## src/logic/lars_pkg.sv

```systemverilog
// Package of shared constants and types for the linear array readout sequencer.
package lars_pkg;

    // ********************************************************************
    // Array geometry and timing
    // ********************************************************************
    localparam int PIXEL_COUNT = 512;
    localparam int PIX_W = 10;
    localparam int SYNC_STAGES = 2;
    // Length of the end-of-scan low pulse, in master clock periods.
    localparam int DONE_PULSE_PERIODS = 1;

    // ********************************************************************
    // Types
    // ********************************************************************
    typedef enum logic [1:0] {
        LARS_IDLE,
        LARS_SHIFT,
        LARS_DONE
    } lars_state_t;

    // Sensor-side timing signals derived for the array.
    typedef struct packed {
        logic shiftPulse;
        logic pixelClear;
        logic scanActive;
        logic [PIX_W-1:0] pixelIndex;
    } lars_sensor_t;

    // Synchronised pin levels from the controller.
    typedef struct packed {
        logic masterClk;
        logic start;
        logic integratorClear;
    } lars_pins_t;

endpackage

```

## src/logic/lars_sync.sv

```systemverilog
// Two-stage synchroniser for the controller's pins and rising-edge finder for the master clock.
module lars_sync (
    // Clock and reset.
    input wire logic clk,
    input wire logic rst_n,
    // Raw pins and synchronised result.
    input wire lars_pkg::lars_pins_t pinsRaw,
    output lars_pkg::lars_pins_t pinsSync,
    output logic masterClkRise
);

    typedef struct packed {
        lars_pkg::lars_pins_t meta;
        lars_pkg::lars_pins_t stable;
        logic clkPrev;
    } lars_sync_state_t;

    lars_sync_state_t state;
    lars_sync_state_t next_state;

    // The first stage is only read by the second stage, to keep metastability contained.
    always_comb begin
        next_state = state;
        next_state.meta = pinsRaw;
        next_state.stable = state.meta;
        next_state.clkPrev = state.stable.masterClk;
    end

    always_ff @(posedge clk) begin
        if (!rst_n) begin
            state <= '0;
        end else begin
            state <= next_state;
        end
    end

    assign pinsSync = state.stable;
    assign masterClkRise = state.stable.masterClk & ~state.clkPrev;

endmodule

```

## src/logic/lars_readout.sv

```systemverilog
// Readout sequencer for a linear photodiode array, driven by the master clock pin.

// ************************************************************************
// Readout sequencer
// ************************************************************************
module lars_readout #(
    parameter int PIXELS = lars_pkg::PIXEL_COUNT
) (
    // Clock and reset.
    input wire logic clk,
    input wire logic rst_n,
    // Controller pins, asynchronous to clk.
    input wire logic masterClk,
    input wire logic start,
    input wire logic integrator_clear,
    // Sensor timing outputs.
    output lars_pkg::lars_sensor_t sensor,
    // End-of-scan, active low.
    output logic scan_done_n
);

    // ********************************************************************
    // Pin synchronisation
    // ********************************************************************
    lars_pkg::lars_pins_t pinsRaw;
    lars_pkg::lars_pins_t pins;
    logic clkRise;

    // All three pins share one synchroniser, so start and clear keep the clock's delay.
    assign pinsRaw = '{masterClk: masterClk, start: start, integratorClear: integrator_clear};

    lars_sync u_sync (
        .clk(clk),
        .rst_n(rst_n),
        .pinsRaw(pinsRaw),
        .pinsSync(pins),
        .masterClkRise(clkRise)
    );

    // ********************************************************************
    // State
    // ********************************************************************
    typedef struct packed {
        lars_pkg::lars_state_t fsm;
        logic [lars_pkg::PIX_W:0] count;
        lars_pkg::lars_sensor_t sensor;
        logic doneN;
    } lars_rd_state_t;

    lars_rd_state_t st;
    lars_rd_state_t next_st;

    localparam logic [lars_pkg::PIX_W:0] LAST_PIX = (lars_pkg::PIX_W + 1)'(PIXELS - 1);
    localparam logic [lars_pkg::PIX_W:0] DONE_LEN =
        (lars_pkg::PIX_W + 1)'(lars_pkg::DONE_PULSE_PERIODS);

    // Every step is gated by a master clock rising edge, so no other pacing input exists.
    always_comb begin
        next_st = st;
        next_st.sensor.shiftPulse = 1'b0;
        next_st.sensor.pixelClear = pins.integratorClear;
        case (st.fsm)
            lars_pkg::LARS_IDLE: begin
                next_st.doneN = 1'b1;
                if (clkRise && pins.start) begin
                    next_st.fsm = lars_pkg::LARS_SHIFT;
                    next_st.count = '0;
                    next_st.sensor.scanActive = 1'b1;
                    next_st.sensor.pixelIndex = '0;
                    next_st.sensor.shiftPulse = 1'b1;
                end
            end
            lars_pkg::LARS_SHIFT: begin
                // Start is not looked at here, so a level held high cannot restart a scan.
                next_st.doneN = 1'b1;
                if (clkRise) begin
                    if (st.count == LAST_PIX) begin
                        next_st.fsm = lars_pkg::LARS_DONE;
                        next_st.count = '0;
                        next_st.sensor.scanActive = 1'b0;
                        next_st.doneN = 1'b0;
                    end else begin
                        next_st.count = st.count + 1'b1;
                        next_st.sensor.pixelIndex = (lars_pkg::PIX_W)'(st.count + 1'b1);
                        next_st.sensor.shiftPulse = 1'b1;
                    end
                end
            end
            lars_pkg::LARS_DONE: begin
                // The low pulse lasts whole master periods so a slow controller sees it.
                next_st.doneN = 1'b0;
                if (clkRise) begin
                    if (st.count + 1'b1 >= DONE_LEN) begin
                        next_st.fsm = lars_pkg::LARS_IDLE;
                        next_st.doneN = 1'b1;
                        next_st.count = '0;
                    end else begin
                        next_st.count = st.count + 1'b1;
                    end
                end
            end
            default: begin
                next_st.fsm = lars_pkg::LARS_IDLE;
                next_st.doneN = 1'b1;
            end
        endcase
    end

    // Reset returns the sequencer to idle with end-of-scan released high.
    always_ff @(posedge clk) begin
        if (!rst_n) begin
            st <= '{fsm: lars_pkg::LARS_IDLE, count: '0, sensor: '0, doneN: 1'b1};
        end else begin
            st <= next_st;
        end
    end

    // Both outputs come straight from the state register, so no glitch reaches a pin.
    assign sensor = st.sensor;
    assign scan_done_n = st.doneN;

    // ********************************************************************
    // Checks
    // ********************************************************************
    // A start seen at a rising master edge while idle opens the scan at pixel zero.
    property p_start_begins;
        @(posedge clk) disable iff (!rst_n)
        (st.fsm == lars_pkg::LARS_IDLE && clkRise && pins.start) |=>
            (sensor.scanActive && sensor.shiftPulse && sensor.pixelIndex == '0);
    endproperty
    a_start_begins: assert property (p_start_begins) else $error("Scan did not start.");

    // Every shift pulse answers a master edge seen one cycle earlier.
    property p_one_pixel;
        @(posedge clk) disable iff (!rst_n)
        sensor.shiftPulse |-> $past(clkRise);
    endproperty
    a_one_pixel: assert property (p_one_pixel) else $error("Shift without clock edge.");

    // A shift pulse lasts one cycle, so no master period is counted twice.
    property p_single_shift;
        @(posedge clk) disable iff (!rst_n)
        sensor.shiftPulse |=> !sensor.shiftPulse;
    endproperty
    a_single_shift: assert property (p_single_shift) else $error("Shift pulse too long.");

    // Each further master edge before the last pixel steps the index by one; a start held high mid-scan
    // must not pull it back to zero.
    property p_index_steps;
        @(posedge clk) disable iff (!rst_n)
        (st.fsm == lars_pkg::LARS_SHIFT && clkRise && st.count != LAST_PIX) |=>
            (sensor.shiftPulse && sensor.pixelIndex == $past(sensor.pixelIndex) + 1'b1);
    endproperty
    a_index_steps: assert property (p_index_steps) else $error("Index did not step.");

    // End-of-scan never drops while pixels are still being shifted.
    property p_high_active;
        @(posedge clk) disable iff (!rst_n)
        sensor.scanActive |-> scan_done_n;
    endproperty
    a_high_active: assert property (p_high_active) else $error("End-of-scan low in scan.");

    // The low pulse comes only straight out of a running scan.
    property p_done_after_scan;
        @(posedge clk) disable iff (!rst_n)
        $fell(scan_done_n) |-> $past(st.fsm) == lars_pkg::LARS_SHIFT;
    endproperty
    a_done_after_scan: assert property (p_done_after_scan) else $error("Stray end pulse.");

    // The scan closes only after the last pixel, and end-of-scan drops with it.
    property p_pulse_after_last;
        @(posedge clk) disable iff (!rst_n)
        $fell(sensor.scanActive) |->
            !scan_done_n && $past(sensor.pixelIndex) == LAST_PIX[lars_pkg::PIX_W-1:0];
    endproperty
    a_pulse_after_last: assert property (p_pulse_after_last) else $error("No end pulse.");

    // The low pulse ends at the master edge that closes its last period.
    property p_pulse_ends;
        @(posedge clk) disable iff (!rst_n)
        (st.fsm == lars_pkg::LARS_DONE && clkRise && st.count == DONE_LEN - 1'b1) |=>
            (scan_done_n && st.fsm == lars_pkg::LARS_IDLE);
    endproperty
    a_pulse_ends: assert property (p_pulse_ends) else $error("End pulse too long.");

    // The integrator clear is passed on one cycle after it is synchronised.
    property p_clear_follows;
        @(posedge clk) disable iff (!rst_n)
        pins.integratorClear |=> sensor.pixelClear;
    endproperty
    a_clear_follows: assert property (p_clear_follows) else $error("Clear not passed on.");

    // Releasing the clear releases the sensor line just as quickly.
    property p_clear_drops;
        @(posedge clk) disable iff (!rst_n)
        !pins.integratorClear |=> !sensor.pixelClear;
    endproperty
    a_clear_drops: assert property (p_clear_drops) else $error("Clear not released.");

    // No shift is made in idle unless start meets a master edge.
    property p_idle_quiet;
        @(posedge clk) disable iff (!rst_n)
        (st.fsm == lars_pkg::LARS_IDLE && !(clkRise && pins.start)) |=> !sensor.shiftPulse;
    endproperty
    a_idle_quiet: assert property (p_idle_quiet) else $error("Shift without start.");

    // Reset leaves every sensor timing line quiet and end-of-scan high.
    property p_reset_idle;
        @(posedge clk)
        !rst_n |=> (scan_done_n && sensor == '0);
    endproperty
    a_reset_idle: assert property (p_reset_idle) else $error("Outputs not idle after reset.");

endmodule

```

## config.mk

```make
export PLATFORM = sky130hd
export DESIGN_NAME = lars_readout
export DESIGN_NICKNAME = d
export VERILOG_FILES = /design/src/logic/lars_pkg.sv /design/src/logic/lars_sync.sv /design/src/logic/lars_readout.sv
export SDC_FILE = /design/constraint.sdc
export NUM_CORES = 1
export LEC_CHECK = 0
export BUFFER_PORTS_ARGS = -buffer_cell sky130_fd_sc_hd__buf_2
export CORE_MARGIN = 5
export CORE_UTILIZATION = 45
export CTS_CLUSTER_DIAMETER = 80
export DETAILED_ROUTE_END_ITERATION = 16
export PLACE_DENSITY = 0.66
export SYNTH_ARGS = -nofsm -noshare
export SYNTH_HDL_FRONTEND = slang
export SYNTH_SLANG_ARGS = --single-unit
```

## constraint.sdc

```tcl
create_clock -name clk -period 2.14 [get_ports clk]
set_input_delay 0 -clock clk [delete_from_list [all_inputs] [get_ports clk]]
set_output_delay 0 -clock clk [all_outputs]
set_load 0.01 [all_outputs]
```

### Word level (Yosys, flattened, before mapping)

Index checks and enable logic that the tools add are counted.

| cells by class | value |
|---|---|
| bitwise operators | 2 |
| $lt $le $gt $ge | 1 |
| add/subtract/negate cells | 1 |
| equal/unequal tests | 9 |
| reduce and logical (&&, ||, !) cells | 8 |
| mux-type cells | 19 |

Operator list:

| cell | count |
|---|---|
| two-way mux 11 bit | 3 |
| case mux 11 bit (3 select lines) | 1 |
| two-way mux 14 bit | 2 |
| case mux 11 bit (2 select lines) | 1 |
| two-way mux 13 bit | 1 |
| two-way mux 12 bit | 1 |
| != test 2 bit (second input constant) | 6 |
| AND reduction 4 bit | 3 |
| adder 11 x 1 -> 11 bit (second input constant) | 1 |
| equality test 11 x 9 -> 1 bit (second input constant) | 1 |
| >= comparator 11 x 1 -> 1 bit (second input constant) | 1 |
| two-way mux 10 bit | 1 |
| case mux 2 bit (3 select lines) | 1 |
| AND reduction 5 bit | 1 |
| two-way mux 1 bit | 4 |
| two-way mux 2 bit | 2 |
| case mux 1 bit (2 select lines) | 2 |
| nonzero test 3 bit | 1 |
| equality test 2 x 1 -> 1 bit (second input constant) | 1 |
| equality test 2 bit (second input constant) | 1 |
| logical NOT 2 bit | 1 |
| nonzero test 2 bit | 1 |
| AND 1 bit | 1 |
| logical AND 1 bit | 1 |
| NOT 1 bit | 1 |

| word-level totals | value |
|---|---|
| flip-flop bits (word level) | 34 |
| input port bits | 5 |
| logic and storage cells | 54 |
| output and inout port bits | 14 |

### Depth between registers and ports, before layout

| logic depth | value |
|---|---|
| depth after elaboration | 5 |
| gate-level depth with buffers | 9 |
| depth with buffers taken out | 8 |

### Modules after synthesis

From an unflattened synthesis, not the netlist that was laid out.

| second synthesis, totals | value |
|---|---|
| cell total of the unflattened synthesis | 244 |
| area, all modules | 2,001.9 sq um |

By module, submodules not included:

| module | instances | seq. area each (sq um) | cells each | area an instance (sq um) |
|---|---|---|---|---|
| lars_readout | 1 | 540.5 | 226 | 1,789.2 |
| lars_sync | 1 | 140.1 | 18 | 212.7 |

### Least setup slack after synthesis

Ideal clock, no wire load.

| path | value |
|---|---|
| kind | register -> register |
| start | register st[14] (netlist bit) |
| end | register st[25] (netlist bit) |
| library setup time | 0.072 ns |
| data required time | 2.068 ns |
| stages on the path, launching flop included | 9 |
| data arrival time | 2.017 ns |
| buffers on the path | 1 |
| clock period less this slack | 2.089 ns |
| slack | 0.051 ns |
| cells stage by stage | dfxtp_1 ha_1 and3_1 buf_4 and4_1 a31oi_1 o31ai_4 a31oi_1 mux2i_1 |

| on the way | value |
|---|---|
| cells in the longest elaborated chain, start to end | 4 |
| elaborated cells on any way between the ends | 6 |
| those cells by class | add/sub: 1; order compare: 1; eq/ne: 3; reduce/logical: 1 |

Ends and longest elaborated chain:

| what | RTL line | text |
|---|---|---|
| start: declaration | lars_readout.sv:50 | `lars_rd_state_t st;` |
| start signal: assignment | lars_readout.sv:112 | `st <= '{fsm: lars_pkg::LARS_IDLE, count: '0, sensor: '0, doneN: 1'b1};` |
| start signal: assignment | lars_readout.sv:114 | `st <= next_st;` |
| adder 11 x 1 -> 11 bit | lars_readout.sv:93 | `if (st.count + 1'b1 >= DONE_LEN) begin` |
| >= comparator 11 x 1 -> 1 bit | lars_readout.sv:93 |  |
| != test 2 bit (no line) | - |  |
| AND reduction 5 bit (no line) (*) | - |  |

Mark *: on every way between the ends. The rest lies on a longest branch, timed or not.
A chain may end at the register's enable or synchronous reset.

### Worst setup path in the final report

| path | value |
|---|---|
| start | register st[14] (netlist bit) |
| end | register st[23] (netlist bit) |

| on the way | value |
|---|---|
| cells in the longest elaborated chain, start to end | 5 |
| elaborated cells on any way between the ends | 8 |
| those cells by class | add/sub: 1; order compare: 1; eq/ne: 1; mux: 5 |

Ends and longest elaborated chain:

| what | RTL line | text |
|---|---|---|
| adder 11 x 1 -> 11 bit | lars_readout.sv:83, lars_readout.sv:93, lars_readout.sv:98 |  |
| >= comparator 11 x 1 -> 1 bit | lars_readout.sv:93 |  |
| two-way mux 11 bit | lars_readout.sv:93 |  |
| two-way mux 13 bit | lars_readout.sv:92 | `if (clkRise) begin` |
| case mux 11 bit (3 select lines) (*) | lars_readout.sv:62 | `case (st.fsm)` |

Mark *: on every way between the ends. The rest lies on a longest branch, timed or not. The select of a mux whose other input is x is not followed.

==> metrics <==
ant diodes 0; Port Buffer Count 18; fraction of registers with async set/reset 0%; Initial DRC Count 94; Startpoint Class register; Mapped Nets 236; Max-slew headroom roughly 66%; gr ovfl total 0; Hold Path Origin rst_n; CTS H-tree depth 2; CTS max path bufs 2; synth warn 0; Sw Ratio 28.6%; Design Power 1.42 mW; Hold Fails Final Rpt 0; IO Pins 19; fillcell total 371; pin count of the biggest net entering global routing 22; Most used DFF post-synth dfxtp_1; kind of critical path register to register; first-pass GRT wire length 7.13 mm; most frequent cells in the layout dfxtp_1, nand2_1, buf_4; Sw Pwr slightly above 0.4 mW; vias in the first global route 1505; Worst-Skew Late Latency 290 ps; Total Routing Usage GR 16.8%; Die Width 75.1 um; wire length per cell 14.5 um; CTS tree yes; Starting Density between 40 and 50%; DPL Wire Length approximately 3.1 mm; clock group share of total power 35.0%; Worst-path clk slew 70 ps; clk_skew 6.75 ps; area grow syn2layout 18.0%; CORE AREA 4060 um^2; Avg Cell Area, Syn 8.44 um^2; Final min period 2100 ps; Post-Syn Area between 1500 and 2000 um^2; Worst Tran Pin Value 503 ps; cts bufs inserted 5; Max FO, Critical Path 8; gpl congestion 0.889; DRT antenna net count 0; placed inst area 2050 um^2; Crit. End Element register; Placed Instances 286; Pint 1.01 mW; CP startpoint st[14]; most common cell after layout, fill and taps aside dfxtp_1; clock root cell clkbuf_8; via count about 1700; Multi-input gate area ~1100 um^2; Final Instance Area 2250 um^2; fin crit share a little over nine tenths; initial antenna violation count 0; post-synthesis sequential area ratio a little over a third; DRC 0; Cell variety after synth 48; Vias/cell 5.55; total iterations of the first detailed-routing run 6; fmax 0.476 GHz; # Max-Cap Violations 0; FF-to-FF Start st[14]; cell row count 23; pwr/cell area 631 nW/um^2; Reg power frac 46.2%; critical path required time 2330 ps; layout cell share with drive strength beyond 1 around 30%; min-delay worst type primary input to register; Leak Pwr 0.829 nW; clk sinks 34; area of the die ~5600 um^2; final WL 4.34 mm; pre-CTS setup slack -31.6 ps; max-slew violation count 0; Critical Path AT approximately 2300 ps; final std cells w/o fill between 200 and 300; Final Util 55.5%; Syn Inst Count 226; total negative setup slack 0 ps; status finished, final reports clean; Register Area between 600 and 700 um^2; Setup WS post-layout slightly above 40 ps; Logic pwr share 18.8%; Synth Register Bits 34; EDFF count, synth 0; nets ~260; hold slack between 100 and 150 ps; Max IR drop VDD around 0.36 mV; die height 75.1 um; final setup vio count 0
-- power groups by stage --
stage	Sequential, mW	Clock, mW	Combinational [mW]
global placement	0.671	0	0.241
finish	0.656	0.497	0.267
detailed placement	0.671	0	0.243
floorplan	0.671	0	0.157
CTS	0.657	0.507	0.252
global route	0.658	0.549	0.292
-- registers in the layout, indices dropped and copies added (netlist names) --
| signal | cells |
|---|---|
| sensor | 13 |
| u_sync.pinsSync | 3 |
| scan_done_n | 1 |
| st | 13 |
| u_sync.next_state | 3 |
| u_sync.state | 1 |
-- worst max-delay path, stage by stage, from the launching register on --
cell and delay, ps:
dfxtp_2 340, ha_2 220, and3_2 270, nor2_1 100, mux2i_1 120, o31ai_4 420
buf_4 200, a221oi_1 60, a311oi_1 280
-- synthesized netlist by cell type, drive strengths merged (2+ instances only) --
master / number / area [um^2]
a31o: 2 / 17.5
nand2: 23 / 86.3
nor4: 2 / 12.5
dfxtp: 34 / 681
xnor2: 6 / 52.6
a311oi: 3 / 26.3
a2111oi: 2 / 42.5
o21ai: 8 / 40.0
or3: 2 / 12.5
nor2: 17 / 63.8
a221oi: 6 / 58.8
o31ai: 2 / 28.8
mux2i: 3 / 30.0
a21oi: 15 / 78.8
and4: 4 / 35.0
inv: 7 / 26.3
xor2: 3 / 26.3
and3: 4 / 28.8
nand3: 8 / 40.0
a211oi: 2 / 15.0
a31oi: 3 / 18.8
clkbuf: 8 / 30.0
nor3: 10 / 61.3
buf: 20 / 144
nand4: 4 / 25.0
and2: 11 / 68.8
ha: 5 / 62.6
-- final timing paths --
kind                        end  slack [ps]  cells after the start
max                      st[23]          40                      8
max reg2reg              st[23]          40                      8
min                      st[25]         140                      3
min reg2reg  u_sync.pinsSync[0]         440                      1
-- final cells by class --
type | count | share of cell area (%)
timing repair buffer | 43 | 13.2
multi-input combinational | 156 | 48.3
tap | 50 | 2.78
sequential | 34 | 30.3
clock inverter | 1 | 0.222
clock buffer | 7 | 3.84
inverter | 8 | 1.33
-- metal layers --
metal | part of all wire, % | wire length (um) | up-vias | global-route usage [%]
met4 | 2.7 | 117 | 0 | 7.91
met3 | 7.1 | 308 | 10 | 4.01
met1 | 45 | 1960 | 765 | 22.1
met5 | 0 | 0 | - | 0
li1 | - | - | 831 | -
met2 | 45 | 1950 | 54 | 25.9
-- timing repair --
action | in CTS | in global routing
buffers inserted | 0 | 2
pin swaps | 0 | 2
hold buffers | 3 | 0
setup endpoints to repair | 2 | 13
resized for setup | 1 | 13
endpoints found under the hold margin | 3 | 0
-- cell families (layout without fill, tap and decap cells) --
logic type,after synthesis,in the layout,share of synthesized area [%]
and+or+nand+nor,90,90,24.5
AOI/OAI and AO/OA,49,49,20.1
buffers and inverters,36,59,10.7
DFF,34,34,35.7
xor gates and xnor gates,9,9,4.13
adders and majority gates,5,5,3.28
muxes,3,3,1.57
(Power assumes the default switching activity.)
